`src/verilog/vie_pkg.sv`:
```
// Purpose: Shared constants of the vectored interrupt encoder
// Assumes: 100 MHz core clock, 32-bit register port with byte addresses
// Notes: Source slots are ordered by ascending vector code
`default_nettype none
package vie_pkg;
    localparam int unsigned VIE_NSRC = 22;
    localparam int unsigned VIE_IDXW = 5;
    localparam int unsigned VIE_DW = 32;
    localparam int unsigned VIE_AW = 8;

    // Register byte addresses
    localparam logic [7:0] VIE_ADDR_VECTOR = 8'h00;
    localparam logic [7:0] VIE_ADDR_STATUS = 8'h04;
    localparam logic [7:0] VIE_ADDR_CLEAR = 8'h08;
    localparam logic [7:0] VIE_ADDR_ENABLE = 8'h0c;
    localparam logic [7:0] VIE_ADDR_WDOG = 8'h10;
    localparam logic [7:0] VIE_ADDR_PENDING = 8'h14;

    // Status / enable / clear layout
    localparam int unsigned VIE_NEVT = 2;
    localparam int unsigned VIE_EVT_NEW = 0;
    localparam int unsigned VIE_EVT_REASSERT = 1;
    localparam logic [1:0] VIE_EVT_RESET = 2'h0;
    localparam logic [1:0] VIE_ENABLE_RESET = 2'h0;

    // Watchdog control layout
    localparam int unsigned VIE_WDOG_EN_BIT = 0;
    localparam int unsigned VIE_WDOG_KICK_BIT = 1;

    // Vector byte layout: group in the high nibble, index doubled below
    localparam int unsigned VIE_GRP_LSB = 4;
    localparam logic [7:0] VIE_VEC_NONE = 8'h00;

    localparam logic [7:0] VIE_VEC_TABLE [VIE_NSRC] = '{
        8'h12, 8'h14, 8'h16,
        8'h22, 8'h24, 8'h26,
        8'h30, 8'h32, 8'h38, 8'h3a, 8'h3c, 8'h3e,
        8'h40, 8'h42, 8'h44, 8'h46,
        8'h50, 8'h52, 8'h60, 8'h62,
        8'h80, 8'h84
    };

    // Slots that follow a source flag level rather than a one-cycle event
    localparam logic [21:0] VIE_LEVEL_MASK = 22'h3f_0fc0;

    // Timing
    localparam int unsigned VIE_CLK_HZ = 100_000_000;
    localparam int unsigned VIE_WDOG_TIMEOUT_MS = 100;
    localparam int unsigned VIE_WDOG_TIMEOUT_CYC = VIE_WDOG_TIMEOUT_MS * (VIE_CLK_HZ / 1000);
    localparam int unsigned VIE_USB_DISCONNECT_MS = 200;
    localparam logic [4:0] VIE_WDOG_PULSE_CYC = 5'h10;
endpackage
`default_nettype wire

```
`src/verilog/vie_sel_if.sv`:
```
// Purpose: Carries pending slots to the encoder and the winner back
// Assumes: Single clock domain, purely combinational path
// Notes: No clocking block
`default_nettype none
interface vie_sel_if;
    logic [vie_pkg::VIE_NSRC-1:0] pending;
    logic sel_valid;
    logic [vie_pkg::VIE_IDXW-1:0] sel_idx;
    modport enc (input pending, output sel_valid, output sel_idx);
    modport top (output pending, input sel_valid, input sel_idx);
endinterface
`default_nettype wire

```
`src/verilog/vie_prio_enc.sv`:
```
// Purpose: Picks the highest pending slot
// Assumes: Slots are sorted by ascending vector code
// Notes: Combinational
`default_nettype none
module vie_prio_enc (
    vie_sel_if.enc sel
);
    always_comb begin
        sel.sel_valid = 1'b0;
        sel.sel_idx = '0;
        // Later slots carry larger vectors, so the last hit wins
        for (int i = 0; i < vie_pkg::VIE_NSRC; i++) begin
            if (sel.pending[i]) begin
                sel.sel_valid = 1'b1;
                sel.sel_idx = vie_pkg::VIE_IDXW'(i);
            end
        end
    end
endmodule
`default_nettype wire

```
`src/verilog/vie_top.sv`:
```
// Purpose: Vectored interrupt encoder with watchdog full reset
// Assumes: Source inputs synchronous to clk_sys; register port never waits
// Notes: Level slots re-arm while their source flag stays high
//
// The placing of the registers and strobed register access are this design's own decisions.
`default_nettype none
module vie_top #(
    parameter logic [31:0] WDOG_TIMEOUT_CYC = 32'(vie_pkg::VIE_WDOG_TIMEOUT_CYC)
) (
    input wire logic clk_sys,
    input wire logic reset_n,
    input wire logic [7:0] reg_addr,
    input wire logic [31:0] reg_wdata,
    input wire logic reg_wr,
    input wire logic reg_rd,
    output logic [31:0] reg_rdata_q,
    input wire logic [2:0] out_ep_done,
    input wire logic [2:0] in_ep_done,
    input wire logic setup_overwrite_event,
    input wire logic setup_received_flag,
    input wire logic resume_event,
    input wire logic suspend_event,
    input wire logic bus_reset_event,
    input wire logic wakeup_event,
    input wire logic [1:0] two_wire_done,
    input wire logic ctrl_in_token,
    input wire logic ctrl_out_token,
    input wire logic line_status_flag,
    input wire logic modem_change_flag,
    input wire logic receive_full_event,
    input wire logic transmit_empty_event,
    input wire logic dma1_done_flag,
    input wire logic dma3_done_flag,
    output logic [7:0] vector_q,
    output logic irq_q,
    output logic device_reset_q
);
    localparam int unsigned NSRC = vie_pkg::VIE_NSRC;
    localparam int unsigned NEVT = vie_pkg::VIE_NEVT;

    // Watchdog and the derived block reset

    logic wdog_enabled;
    logic wdog_fire;
    wire logic wdog_sel = (reg_addr == vie_pkg::VIE_ADDR_WDOG);
    wire logic wdog_wr = reg_wr && wdog_sel;

    vie_wdog #(
        .TIMEOUT_CYC(WDOG_TIMEOUT_CYC)
    ) u_wdog (
        .clk_sys(clk_sys),
        .reset_n(reset_n),
        .ctl_wr(wdog_wr),
        .ctl_enable(reg_wdata[vie_pkg::VIE_WDOG_EN_BIT]),
        .ctl_kick(reg_wdata[vie_pkg::VIE_WDOG_KICK_BIT]),
        .enabled_q(wdog_enabled),
        .fire_q(wdog_fire)
    );

    // Everything below except device_reset_q sees a watchdog expiry as a power-on reset
    wire logic blk_rst_n = reset_n && !wdog_fire;

    // Source slot request vector, ascending vector order

    logic [NSRC-1:0] src_req;
    assign src_req[2:0] = out_ep_done;
    assign src_req[5:3] = in_ep_done;
    assign src_req[6] = setup_overwrite_event;
    assign src_req[7] = setup_received_flag;
    assign src_req[8] = resume_event;
    assign src_req[9] = suspend_event;
    assign src_req[10] = bus_reset_event;
    assign src_req[11] = wakeup_event;
    assign src_req[13:12] = two_wire_done;
    assign src_req[14] = ctrl_in_token;
    assign src_req[15] = ctrl_out_token;
    assign src_req[16] = line_status_flag;
    assign src_req[17] = modem_change_flag;
    assign src_req[18] = receive_full_event;
    assign src_req[19] = transmit_empty_event;
    assign src_req[20] = dma1_done_flag;
    assign src_req[21] = dma3_done_flag;

    // Pending slots

    logic [NSRC-1:0] pending_q;
    logic [NSRC-1:0] pending_d;
    logic [vie_pkg::VIE_IDXW-1:0] shown_idx_q;
    logic shown_valid_q;

    vie_sel_if sel ();
    assign sel.pending = pending_q;

    vie_prio_enc u_enc (
        .sel(sel.enc)
    );

    // Clearing targets the slot shown in vector_q, not the live winner,
    // so a higher vector arriving in the cycle of the write is not lost
    wire logic vec_sel = (reg_addr == vie_pkg::VIE_ADDR_VECTOR);
    wire logic vec_clear = reg_wr && vec_sel && shown_valid_q;

    logic [NSRC-1:0] clear_mask;
    always_comb begin
        clear_mask = '0;
        if (vec_clear) begin
            clear_mask[shown_idx_q] = 1'b1;
        end
    end

    // A level slot whose flag is still high re-arms at once;
    // the set beats the clear in the same cycle
    wire logic [NSRC-1:0] src_set = src_req;
    assign pending_d = (pending_q & ~clear_mask) | src_set;

    // Vector for the current winner
    wire logic [7:0] win_vec = sel.sel_valid ? vie_pkg::VIE_VEC_TABLE[sel.sel_idx] : vie_pkg::VIE_VEC_NONE;

    always_ff @(posedge clk_sys) begin
        if (!blk_rst_n) begin
            pending_q <= '0;
            shown_idx_q <= '0;
            shown_valid_q <= 1'b0;
            vector_q <= vie_pkg::VIE_VEC_NONE;
        end else begin
            pending_q <= pending_d;
            shown_idx_q <= sel.sel_idx;
            shown_valid_q <= sel.sel_valid;
            vector_q <= win_vec;
        end
    end

    // Block events for the processor interrupt line

    wire logic [NSRC-1:0] new_req = src_set & ~pending_q;
    wire logic [NSRC-1:0] reassert = clear_mask & src_set & vie_pkg::VIE_LEVEL_MASK;
    logic [NEVT-1:0] evt_set;
    assign evt_set[vie_pkg::VIE_EVT_NEW] = |new_req;
    assign evt_set[vie_pkg::VIE_EVT_REASSERT] = |reassert;

    wire logic clear_sel = (reg_addr == vie_pkg::VIE_ADDR_CLEAR);
    wire logic enable_sel = (reg_addr == vie_pkg::VIE_ADDR_ENABLE);
    wire logic [NEVT-1:0] evt_clear = (reg_wr && clear_sel) ? reg_wdata[NEVT-1:0] : '0;

    logic [NEVT-1:0] status_q;
    logic [NEVT-1:0] enable_q;
    // Set beats clear so an event landing on a clear write survives
    wire logic [NEVT-1:0] status_d = (status_q & ~evt_clear) | evt_set;
    wire logic irq_d = |(status_d & enable_q);

    always_ff @(posedge clk_sys) begin
        if (!blk_rst_n) begin
            status_q <= vie_pkg::VIE_EVT_RESET;
            enable_q <= vie_pkg::VIE_ENABLE_RESET;
            irq_q <= 1'b0;
        end else begin
            status_q <= status_d;
            if (reg_wr && enable_sel) begin
                enable_q <= reg_wdata[NEVT-1:0];
            end
            irq_q <= irq_d;
        end
    end

    // Reset output toward the rest of the device

    always_ff @(posedge clk_sys) begin
        if (!reset_n) begin
            device_reset_q <= 1'b0;
        end else begin
            device_reset_q <= wdog_fire;
        end
    end

    // Register read port

    logic [31:0] rd_word;
    always_comb begin
        rd_word = '0;
        unique case (reg_addr)
            vie_pkg::VIE_ADDR_VECTOR: rd_word[7:0] = vector_q;
            vie_pkg::VIE_ADDR_STATUS: rd_word[NEVT-1:0] = status_q;
            vie_pkg::VIE_ADDR_ENABLE: rd_word[NEVT-1:0] = enable_q;
            vie_pkg::VIE_ADDR_WDOG: rd_word[vie_pkg::VIE_WDOG_EN_BIT] = wdog_enabled;
            vie_pkg::VIE_ADDR_PENDING: rd_word[NSRC-1:0] = pending_q;
            default: rd_word = '0;
        endcase
    end

    // Data stand only in the cycle after the strobe; zero otherwise
    always_ff @(posedge clk_sys) begin
        if (!blk_rst_n) begin
            reg_rdata_q <= '0;
        end else begin
            reg_rdata_q <= reg_rd ? rd_word : '0;
        end
    end
endmodule
`default_nettype wire

```
`src/verilog/vie_wdog.sv`:
```
// Purpose: Watchdog that forces a full block reset on expiry
// Assumes: reset_n is the power-on reset, synchronous, active low
// Notes: Fire pulse is held a fixed number of cycles, then all restarts
`default_nettype none
module vie_wdog #(
    parameter logic [31:0] TIMEOUT_CYC = 32'(vie_pkg::VIE_WDOG_TIMEOUT_CYC)
) (
    input wire logic clk_sys,
    input wire logic reset_n,
    input wire logic ctl_wr,
    input wire logic ctl_enable,
    input wire logic ctl_kick,
    output logic enabled_q,
    output logic fire_q
);
    logic [31:0] count_q;
    logic [4:0] pulse_q;
    wire logic pulse_done = (pulse_q == vie_pkg::VIE_WDOG_PULSE_CYC - 5'h1);
    wire logic expired = (count_q == TIMEOUT_CYC - 32'h1);
    wire logic restart = (ctl_wr && ctl_kick) || !enabled_q;

    always_ff @(posedge clk_sys) begin
        if (!reset_n) begin
            enabled_q <= 1'b1;
            count_q <= '0;
            fire_q <= 1'b0;
            pulse_q <= '0;
        end else if (fire_q) begin
            pulse_q <= pulse_q + 5'h1;
            if (pulse_done) begin
                // Comes back exactly as after power-on
                fire_q <= 1'b0;
                enabled_q <= 1'b1;
                count_q <= '0;
                pulse_q <= '0;
            end
        end else begin
            if (ctl_wr) begin
                enabled_q <= ctl_enable;
            end
            if (restart) begin
                count_q <= '0;
            end else if (expired) begin
                fire_q <= 1'b1;
                count_q <= '0;
            end else begin
                count_q <= count_q + 32'h1;
            end
        end
    end
endmodule
`default_nettype wire
```
`config.mk`:
```
export PLATFORM = sky130hd
export DESIGN_NAME = vie_top
export DESIGN_NICKNAME = d
export VERILOG_FILES = /design/src/verilog/vie_pkg.sv /design/src/verilog/vie_sel_if.sv /design/src/verilog/vie_prio_enc.sv /design/src/verilog/vie_top.sv /design/src/verilog/vie_wdog.sv
export SDC_FILE = /design/constraint.sdc
export NUM_CORES = 1
export LEC_CHECK = 0
export BUFFER_PORTS_ARGS = -buffer_cell sky130_fd_sc_hd__buf_4
export CAP_MARGIN = 10
export CORE_UTILIZATION = 58
export DETAILED_ROUTE_END_ITERATION = 8
export PLACE_DENSITY = 0.84
export SKIP_CTS_REPAIR_TIMING = 1
export SYNTH_ARGS = -nofsm -noshare
export SYNTH_HDL_FRONTEND = slang
export SYNTH_SLANG_ARGS = --single-unit
```
`constraint.sdc`:
```
create_clock -name clk_sys -period 3.9 [get_ports clk_sys]
set_input_delay 0.195 -clock clk_sys [delete_from_list [all_inputs] [get_ports clk_sys]]
set_output_delay 0.195 -clock clk_sys [all_outputs]
set_load 0.01 [all_outputs]
```
-- Word level (Yosys, flattened, before mapping)
Memory sizes are Yosys's and may differ from the RTL's. A register that Yosys moved wholly into a read port is not among the register bits.
Index checks and enable logic that the tools add are counted.
- memory bits (read-only): 256
- memories: 1
- output and inout bits: 42
- register bits: 105
- memories (name ; words ; bits a word ; rd ports ; clocked after memory_dff ; write ports ; RTL line ; text):
    (name not given) ; 32 ; 8 ; 1 ; 1 ; 0 ; vie_top.sv:117 ; wire logic [7:0] win_vec = sel.sel_valid ? vie_pkg::VIE_VEC_TABLE[sel.sel_idx] : vie_pkg::VIE_VEC_NONE;
- reductions and logical operators: 21
- equal/unequal tests: 8
- $lt $le $gt $ge: 2
- add/subtract/negate cells: 2
- bitwise operators: 11
- muxes and demuxes: 62
- operator list (cell ; number):
    $mux W32 ; 4
    $and A22 B22 Y22 ; 3
    $not A22 Y22 ; 2
    $mux W5 ; 7
    $add A32 B1 Y32 const B ; 1
    $eq A32 B24 Y1 const B ; 1
    $mux W4 ; 8
    $mux W1 ; 31
    $mux W22 ; 1
    $or A22 B22 Y22 ; 1
    $reduce_or A22 Y1 ; 1
    $eq A8 B4 Y1 const B ; 2
    $eq A8 B5 Y1 const B ; 2
    $mux W3 ; 4
    $pmux W6 S2 ; 1
    $reduce_or A12 Y1 ; 1
    $eq A8 B3 Y1 const B ; 1
    $logic_and A1 B1 Y1 ; 8
    $logic_not A8 Y1 ; 1
    $lt A5 B6 Y1 const B ; 1
    $mux W2 ; 3
    $not A5 Y6 ; 1
    $reduce_and A2 Y1 ; 3
    $add A5 B1 Y5 const B ; 1
    14 further kinds ; 17

-- Longest topological paths before layout
Gate-level depths: netlist of the first run.
- depth in word-level cells: 24
- mapped depth: 11

-- Hierarchy
From an unflattened synthesis of the first run, not the netlist that was laid out.
- cell total of the unflattened synthesis: 575
- area, all modules: 4904.7 um^2
- modules (own cells, without submodules) (module ; sequential area each (um^2) ; instances ; cells each ; area each (um^2)):
    vie_top ; 1261.2 ; 1 ; 308 ; 2715.1
    vie_wdog ; 780.7 ; 1 ; 226 ; 1955.6
    vie_prio_enc ; 0.0 ; 1 ; 41 ; 234.0

-- Worst setup path after synthesis of the first run
No wires, ideal clock.
- kind: reg-to-reg
- start: register u_wdog.count_q[13]
- end: register u_wdog.count_q[25]
- stages on the path, launching flop included: 7
- setup time: 0.072 ns
- clock period less this slack: 2.198 ns
- arrival time: 2.127 ns
- required time: 3.828 ns
- path slack: 1.702 ns
- path buffers: 1
- cell sequence: dfxtp_1 nand4_1 or4_1 buf_2 or4_4 or4b_1 mux2i_1
- cells in the longest elaborated chain, start to end: 4
- elaborated cells on any way between the ends: 5
- those cells by class: 1 x add/sub; 1 x eq/ne; 3 x mux
- ends and longest elaborated chain (item ; RTL line ; text):
    from (decl) ; vie_wdog.sv:16 ; logic [31:0] count_q;
    from (signal assigned) ; vie_wdog.sv:47 ; count_q <= count_q + 32'h1;
    $add A32 B1 Y32 or $eq A32 B24 Y1 (tied branches) ; vie_wdog.sv:47, vie_wdog.sv:19 ;
    $mux W32 (*) ; vie_wdog.sv:43 ; end else if (expired) begin
    $mux W32 (*) ; vie_wdog.sv:41 ; if (restart) begin
    $mux W32 (*) ; vie_wdog.sv:28 ; end else if (fire_q) begin
Every way passes the cells marked *; elsewhere a longest branch is shown, timed or not.
A chain may end at the register's enable or synchronous reset.

-- Worst setup path in the final report of the first run
- start: register u_wdog.count_q[19]
- end: register u_wdog.count_q[4]
- cells in the longest elaborated chain, start to end: 4
- ends and longest elaborated chain (item ; RTL line ; text):
    $eq A32 B24 Y1 ; vie_wdog.sv:19 ; wire logic expired = (count_q == TIMEOUT_CYC - 32'h1);
    $mux W32 ; vie_wdog.sv:43 ;
    $mux W32 ; vie_wdog.sv:41 ;
    $mux W32 ; vie_wdog.sv:28 ;
Every way passes these cells.

==> results.md, run 1 <==
* Outcome: complete, no violations
* Req. time, crit path at 4110 ps
* DR vias/cell at 5.86
* Setup TNS at 0 ps
* Critical Path Most Common Cell: nand2_1
* EDFF count, synth at 0
* Met1 GRT Util at 0.393
* Slew headroom at 0.381
* Port Buffers at 66
* Number of buffers created by CTS at 9
* Post-synthesis async set-or-reset flop share at 0
* Synth Instances at roughly 570
* Simple-gate share of the synthesized area at 0.274
* DR DRC count at 0
* Die X at 92.3 microns
* Clock Pin Slew Worst Setup and Hold Paths at 100 ps
* Primary FF master, synth: dfxtp_1
* Drt pass-1 iters at 6
* Final count of hold timing violations at 0
* Antenna-violating nets left at 0
* Vias in the first global route at roughly 3.9k
* Grt peak-use layer: met2
* Synth top area cells: dfxtp_1 43%, nor2_1 5.3%, a21oi_1 4.0%
* Worst Setup SP: u_wdog.count_q[19]
* Slew at the pin closest to its max-slew limit at 927 ps
* Gpl congestion at just under 1
* Compound-Gate Fraction of Synth Area at 0.145
* Yosys reg bits at 102
* Leak at about 0.0022 uW
* Dpl hpwl at 8360 microns
* First-pass GRT wire length at 18,800 microns
* Largest net degree at the start of global routing at 34
* Post-synthesis mux area share at 0.0212
* Synth top cells by count: 102 x dfxtp_1, 67 x nor2_1, 41 x nand2_1, 38 x a21oi_1, 34 x inv_1
* Worst-case reg-to-reg path depth at 6
* Clock sinks at 102
* CTS max path bufs at 2
* Initial core utilization at 0.605
* Crit-path leading delay family: simple AND/OR/NAND/NOR gates
* HP Class: in2reg
* Cell area power density at 366 nW/um^2
* WP depth at 6
* Crit path DAT at slightly above 3000 ps
* CTS tree: built
* Fin nets at 701
* GR Util All Layers at 0.281
* Critical Path End Type: flip-flop
* F_max at 0.352 GHz
* Number of DRC markers in iteration 0 at between 300 and 400
* GRT met3 Usage at 0.0564
* XOR/XNOR Fraction of Synth Area at 0.0537
* Area delta synth->final at 15.7%
* Hold Slack at 63.9 ps
* Max stage delay cell, worst path: nand2_1
* Initial antenna violation count at 0
* H-tree depth at 3
* Row Count at 32
* Grt ovf at 0
* Die area at roughly 8500 sq um
* Ant diodes at 0
* RSZ-0062 raised after global routing: no
* Most frequent cell after synthesis: dfxtp_1
* Reg-to-reg critical path startpoint: u_wdog.count_q[19]
* Reg2Reg Setup Slack at 1060 ps
* Peak per-stage delay on the critical path at 720 ps
* Clk_lat worst skew at 360 ps
* Sequential share of the synthesized area at 0.432
* Worst path cell trace: nand2_1 -> or4_1 -> nor4_1 -> o21ai_0 -> nand2_1 -> nor2_1
* Startpoint Class: flip-flop
* Avg Cell Area, Syn at slightly above 8 sq um
* Routed wire length at 11,400 microns
* Core ar. at about 7800 sq um
* Wire length per cell at 15.5 microns
* Tmin final at 2840 ps
* Syn Std Cell Area at ~4700 sq um
* Synth area leader: dfxtp_1
* Worst reg2reg path endpoint: u_wdog.count_q[4]
* Final slew viol count at 0
* Filler cell count at 644
* Vert. Die Dim at 92.3 microns
* Share of cells above drive strength 1 at 0.148
* CTS Root Cell: clkbuf_8
* WS Path Type: reg2reg
* M2 GR Usage at 0.425
* Max-cap violations at 0
* Final setup violating endpoints at 0
* Buf/Inv on CP at 0
* Final Skew at ~12 ps
* Adder-Cell Fraction of Synth Area at 0.0154
* Maximum vdd drop at roughly 0.24 mV
* Yosys Warn Count at 0
* Critical path destination: u_wdog.count_q[4]
* Crit-path max FO at 28
* Routed vias at 4,318
* Largest family of logic cells by synthesized area: simple AND/OR/NAND/NOR gates
* Yosys cell types at 56
* Period utilisation layout at 0.728
* Num ports at 108
* Yosys top cell area share at 0.432
==> per-stage QoR <==
stage	std cells	total power (uW)	setup WS [ps]	instance area [sq um]	util
after global routing	737	2080	840	5470	0.700
after detailed placement	721	1330	1180	5260	0.674
after floorplan	579	1250	1700	4760	-
after global placement	721	1320	1280	5260	0.674
final	737	2000	1060	5470	0.700
after CTS	737	2000	1140	5470	0.700
==> report_power, final <==
part           internal, uW  switching, uW  leakage (uW)  total [uW]
registers              1070           51.9      0.000832        1120
logic                  83.7            106       0.00125         190
clock network           306            382     0.0000980         687
total                  1460            540       0.00218        2000
==> area by class of cell <==
| class | instances | area [sq um] | share of cell area |
|---|---|---|---|
| sequential | 102 | 2040 | 0.373 |
| clock buffer | 9 | 124 | 0.0227 |
| timing repair buffer | 68 | 510 | 0.0934 |
| tap | 102 | 128 | 0.0233 |
| clock inverter | 7 | 82.6 | 0.0151 |
| inverter | 34 | 128 | 0.0233 |
| multi-input combinational | 415 | 2450 | 0.449 |
==> placed cells by master (no fill, tap or decap), types with 3 or more instances in the layout <==
cell type	instances
a21oi_1	38
a22o_1	6
a31oi_1	9
and2_1	25
and3_1	6
buf_4	68
clkbuf_8	9
conb_1	11
dfxtp_1	102
ha_1	5
inv_1	34
mux2i_1	10
nand2_1	41
nand2b_1	13
nand3_1	18
nand3b_1	5
nand4_1	6
nor2_1	67
nor2b_1	7
nor3_1	17
nor3b_1	3
nor4_1	11
nor4_2	3
nor4b_1	3
o21ai_0	27
o22ai_1	10
or3_1	4
or4_1	7
xnor2_1	14
xor2_1	15
==> layer usage <==
metal  part of all wire  routed length (microns)
met1               0.46                     5210
met2               0.43                     4880
met3              0.094                     1070
met4              0.024                      279
met5                  0                        0
==> flip-flops by register name (all words and copies together) (netlist names) <==
register and count:
device_reset_q 1, enable_q 2, irq_q 1, pending_q 22, reg_rdata_q 22, shown_idx_q 5
shown_valid_q 1, status_q 2, u_wdog.count_q 32, u_wdog.enabled_q 1, u_wdog.fire_q 1, u_wdog.pulse_q 5
vector_q 7
==> cells by family (layout without fill, tap and decap cells) <==
group                    Yosys count  count (layout)
AO/OA/AOI/OAI                    113             113
XOR/XNOR                          29              29
other                              1              11
buffers and inverters             62             118
AND/OR/NAND/NOR                  246             246
adder cells (fa/ha/maj)            6               6
flip-flops                       102             102
multiplexers                      10              10
==> worst min-delay path, cell delays in order <==
cell and delay, ps:
buf_4 90, a21oi_1 40, nor2_1 80
==> worst min-delay path by stage <==
stage               slack (ps)       endpoint             start  depth (start not counted)
global route                60   pending_q[8]      resume_event                          3
detailed placement         430  pending_q[12]  two_wire_done[0]                          3
CTS                         50  pending_q[12]  two_wire_done[0]                          3
global placement           410   pending_q[8]      resume_event                          3
floorplan                  310   pending_q[0]    out_ep_done[0]                          2
finish                      60  pending_q[12]  two_wire_done[0]                          3
(Power assumes the default switching activity.)
==> run 2, diff against run 1 <==
--- a/config.mk
+++ b/config.mk
@@ -7,9 +7,9 @@
 export LEC_CHECK = 0
 export BUFFER_PORTS_ARGS = -buffer_cell sky130_fd_sc_hd__buf_4
 export CAP_MARGIN = 10
-export CORE_UTILIZATION = 58
+export CORE_UTILIZATION = 49
 export DETAILED_ROUTE_END_ITERATION = 8
-export PLACE_DENSITY = 0.84
+export PLACE_DENSITY = 0.75
 export SKIP_CTS_REPAIR_TIMING = 1
 export SYNTH_ARGS = -nofsm -noshare
 export SYNTH_HDL_FRONTEND = slang
==> constraint.sdc (replaced) <==
create_clock -name clk_sys -period 2.4 [get_ports clk_sys]
set_input_delay 0.12 -clock clk_sys [delete_from_list [all_inputs] [get_ports clk_sys]]
set_output_delay 0.12 -clock clk_sys [all_outputs]
set_load 0.01 [all_outputs]
==> results.md, run 2 (same netlist as run 1, synthesis figures left out) <==
* Outcome: finished, violations left (was complete, no violations)
* Failing checks: negative hold slack
* RSZ-0062 raised after global routing: yes (was no)
* Tmin final at 2310 ps (was 2840 ps)
* DR vias/cell at 5.67 (was 5.86)
* Fin nets at 729 (was 701)
* Seq pwr share at 0.563 (was 0.561)
* Filler cell count at 829 (was 644)
* Period utilisation layout at 0.961 (was 0.728)
* Met1 GRT Util at 0.351 (was 0.393)
* DP Area at 5470 sq um (was 5260 sq um)
* GR Util All Layers at 0.252 (was 0.281)
* Slew at the pin closest to its max-slew limit at 718 ps (was 927 ps)
* Dpl hpwl at 9180 microns (was 8360 microns)
* Peak per-stage delay on the critical path at 540 ps (was 720 ps)
* Max-cap violations at 0 (unchanged)
* Num ports at 108 (unchanged)
* Initial core utilization at 0.509 (was 0.605)
* Drt pass-1 iters at 5 (was 6)
* Row Count at 35 (was 32)
* Clk_lat worst skew at 370 ps (was 360 ps)
* Wire length per cell at 15.7 microns (was 15.5 microns)
* Max stage delay cell, worst path: or4_1 (was nand2_1)
* Worst path cell trace: or4_1 -> a21oi_2 -> a2111oi_0 -> nand3_1 -> o21a_2 -> ha_1 -> inv_1 -> o21ai_0 -> a21oi_1 -> o31a_1 (was nand2_1 -> or4_1 -> nor4_1 -> o21ai_0 -> nand2_1 -> nor2_1)
* Maximum vdd drop at 0.319 mV (was 0.238 mV)
* Vias in the first global route at 4,069 (was 3,921)
* Share of the core filled with cells at 0.617 (was 0.700)
* Gpl congestion at 0.934 (was 0.970)
* Final Skew at 17.0 ps (was 11.7 ps)
* DR DRC count at 0 (unchanged)
* Clock Pin Slew Worst Setup and Hold Paths at 110 ps (was 100 ps)
* Grt peak-use layer: met2 (unchanged)
* Largest Register: u_wdog.count_q (unchanged)
* Req. time, crit path at 2650 ps (was 4110 ps)
* Sw Pwr at 900 uW (was 540 uW)
* Final setup violating endpoints at 0 (unchanged)
* Critical Path End Type: flip-flop (unchanged)
* GRT met3 Usage at 0.0494 (was 0.0564)
* Number of flip-flops in the largest register at 32 (unchanged)
* Die area at 10,000 sq um (was 8510 sq um)
* Commonest non-fill, non-tap cell in the layout: dfxtp_1 (unchanged)
* HP Class: in2reg (unchanged)
* Core ar. at 9280 sq um (was 7810 sq um)
* Area delta synth->final at 21.1% (was 15.7%)
* F_max at 0.434 GHz (was 0.352 GHz)
* CTS max path bufs at 2 (unchanged)
* Final slew viol count at 0 (unchanged)
* Final count of hold timing violations at 1 (was 0)
* Routed vias at 4,492 (was 4,318)
* Largest net degree at the start of global routing at 33 (was 34)
* Initial antenna violation count at 0 (unchanged)
* Hold Slack at -29.9 ps (was 63.9 ps)
* Clock sinks at 102 (unchanged)
* Cell area power density at 559 nW/um^2 (was 366 nW/um^2)
* Port Buffers at 66 (unchanged)
* Ant diodes at 0 (unchanged)
* Die X at 100 microns (was 92.3 microns)
* Commonest non-fill, non-tap cells in the layout: 100 x dfxtp_1, 89 x buf_4, 67 x nor2_1, 41 x nand2_1, 37 x a21oi_1 (was 102 x dfxtp_1, 68 x buf_4, 67 x nor2_1, 41 x nand2_1, 38 x a21oi_1)
* CTS Root Cell: clkbuf_8 (unchanged)
* Startpoint Class: flip-flop (unchanged)
* Number of buffers created by CTS at 9 (unchanged)
* Leak at 0.00232 uW (was 0.00218 uW)
* Vert. Die Dim at 100 microns (was 92.3 microns)
* M2 GR Usage at 0.392 (was 0.425)
* Grt ovf at 0 (unchanged)
* Crit path DAT at 2560 ps (was 3050 ps)
* Clock network power share at 0.319 (was 0.344)
* Int Power at 2300 uW (was 1460 uW)
* Antenna-violating nets left at 0 (unchanged)
* Slew headroom at 0.520 (was 0.381)
* Number of DRC markers in iteration 0 at 295 (was 366)
* Comb pwr share at 0.118 (was 0.095)
* Routed wire length at 12,500 microns (was 11,400 microns)
* WS Path Type: reg2reg (unchanged)
* H-tree depth at 3 (unchanged)
* Top flop regs: u_wdog.count_q x32, pending_q x22, reg_rdata_q x22 (unchanged)
* Sw Ratio at 0.281 (was 0.270)
* Share of cells above drive strength 1 at 0.183 (was 0.148)
* CTS tree: built (unchanged)
* Crit-path max FO at 4 (was 28)
* First-pass GRT wire length at 20,000 microns (was 18,800 microns)
* Final Cell Area at 5720 sq um (was 5470 sq um)
==> run 2: final cells by class <==
class	count	area (sq um)	share of cell area
clock inverter	7	55.1	0.00962
sequential	102	2040	0.357
clock buffer	9	124	0.0216
inverter	34	128	0.0223
multi-input combinational	415	2460	0.430
tap	129	161	0.0282
timing repair buffer	96	748	0.131
==> run 2: critical path: cells and delay by family, from the launching register on <==
| kind | cells | cell delay, ps |
|---|---|---|
| AOI/OAI and AO/OA | 6 | 980 |
| buffers and inverters | 1 | 40 |
| adders and majority gates | 1 | 150 |
| and+or+nand+nor | 2 | 700 |
| DFF | 1 | 330 |
==> run 2: metal layers <==
layer / wire (microns) / part of all wire
met3: 972 / 0.078
met5: 0 / 0
met4: 239 / 0.019
met2: 5480 / 0.44
met1: 5760 / 0.46
==> run 2: power by group through the flow <==
stage	sequential [uW]	combinational (uW)	clock [uW]
floorplan	1820	212	0
global placement	1840	352	0
detailed placement	1840	357	0
CTS	1800	359	1030
global route	1810	408	1110
finish	1800	376	1020
==> run 2: path summary, 6_finish.rpt <==
path	endpoint	slack (ps)	startpoint	cells after the start
setup / recovery	vector_q[2]	90	pending_q[8]	10
hold / removal	pending_q[12]	-30	two_wire_done[0]	3
setup reg to reg	vector_q[2]	90	pending_q[8]	10
hold reg to reg	u_wdog.pulse_q[4]	490	u_wdog.pulse_q[4]	1
==> run 2: metrics by stage <==
stage	worst slack [ps]	hold WS (ps)	cells	TNS (ps)	power, uW
after floorplan	202	237	579	0	2040
after global placement	159	345	770	0	2190
after detailed placement	121	351	770	0	2190
after CTS	81.1	-34.7	786	0	3190
after global routing	-20.0	2.96	792	-20.0	3320
final	94.3	-29.9	792	0	3200
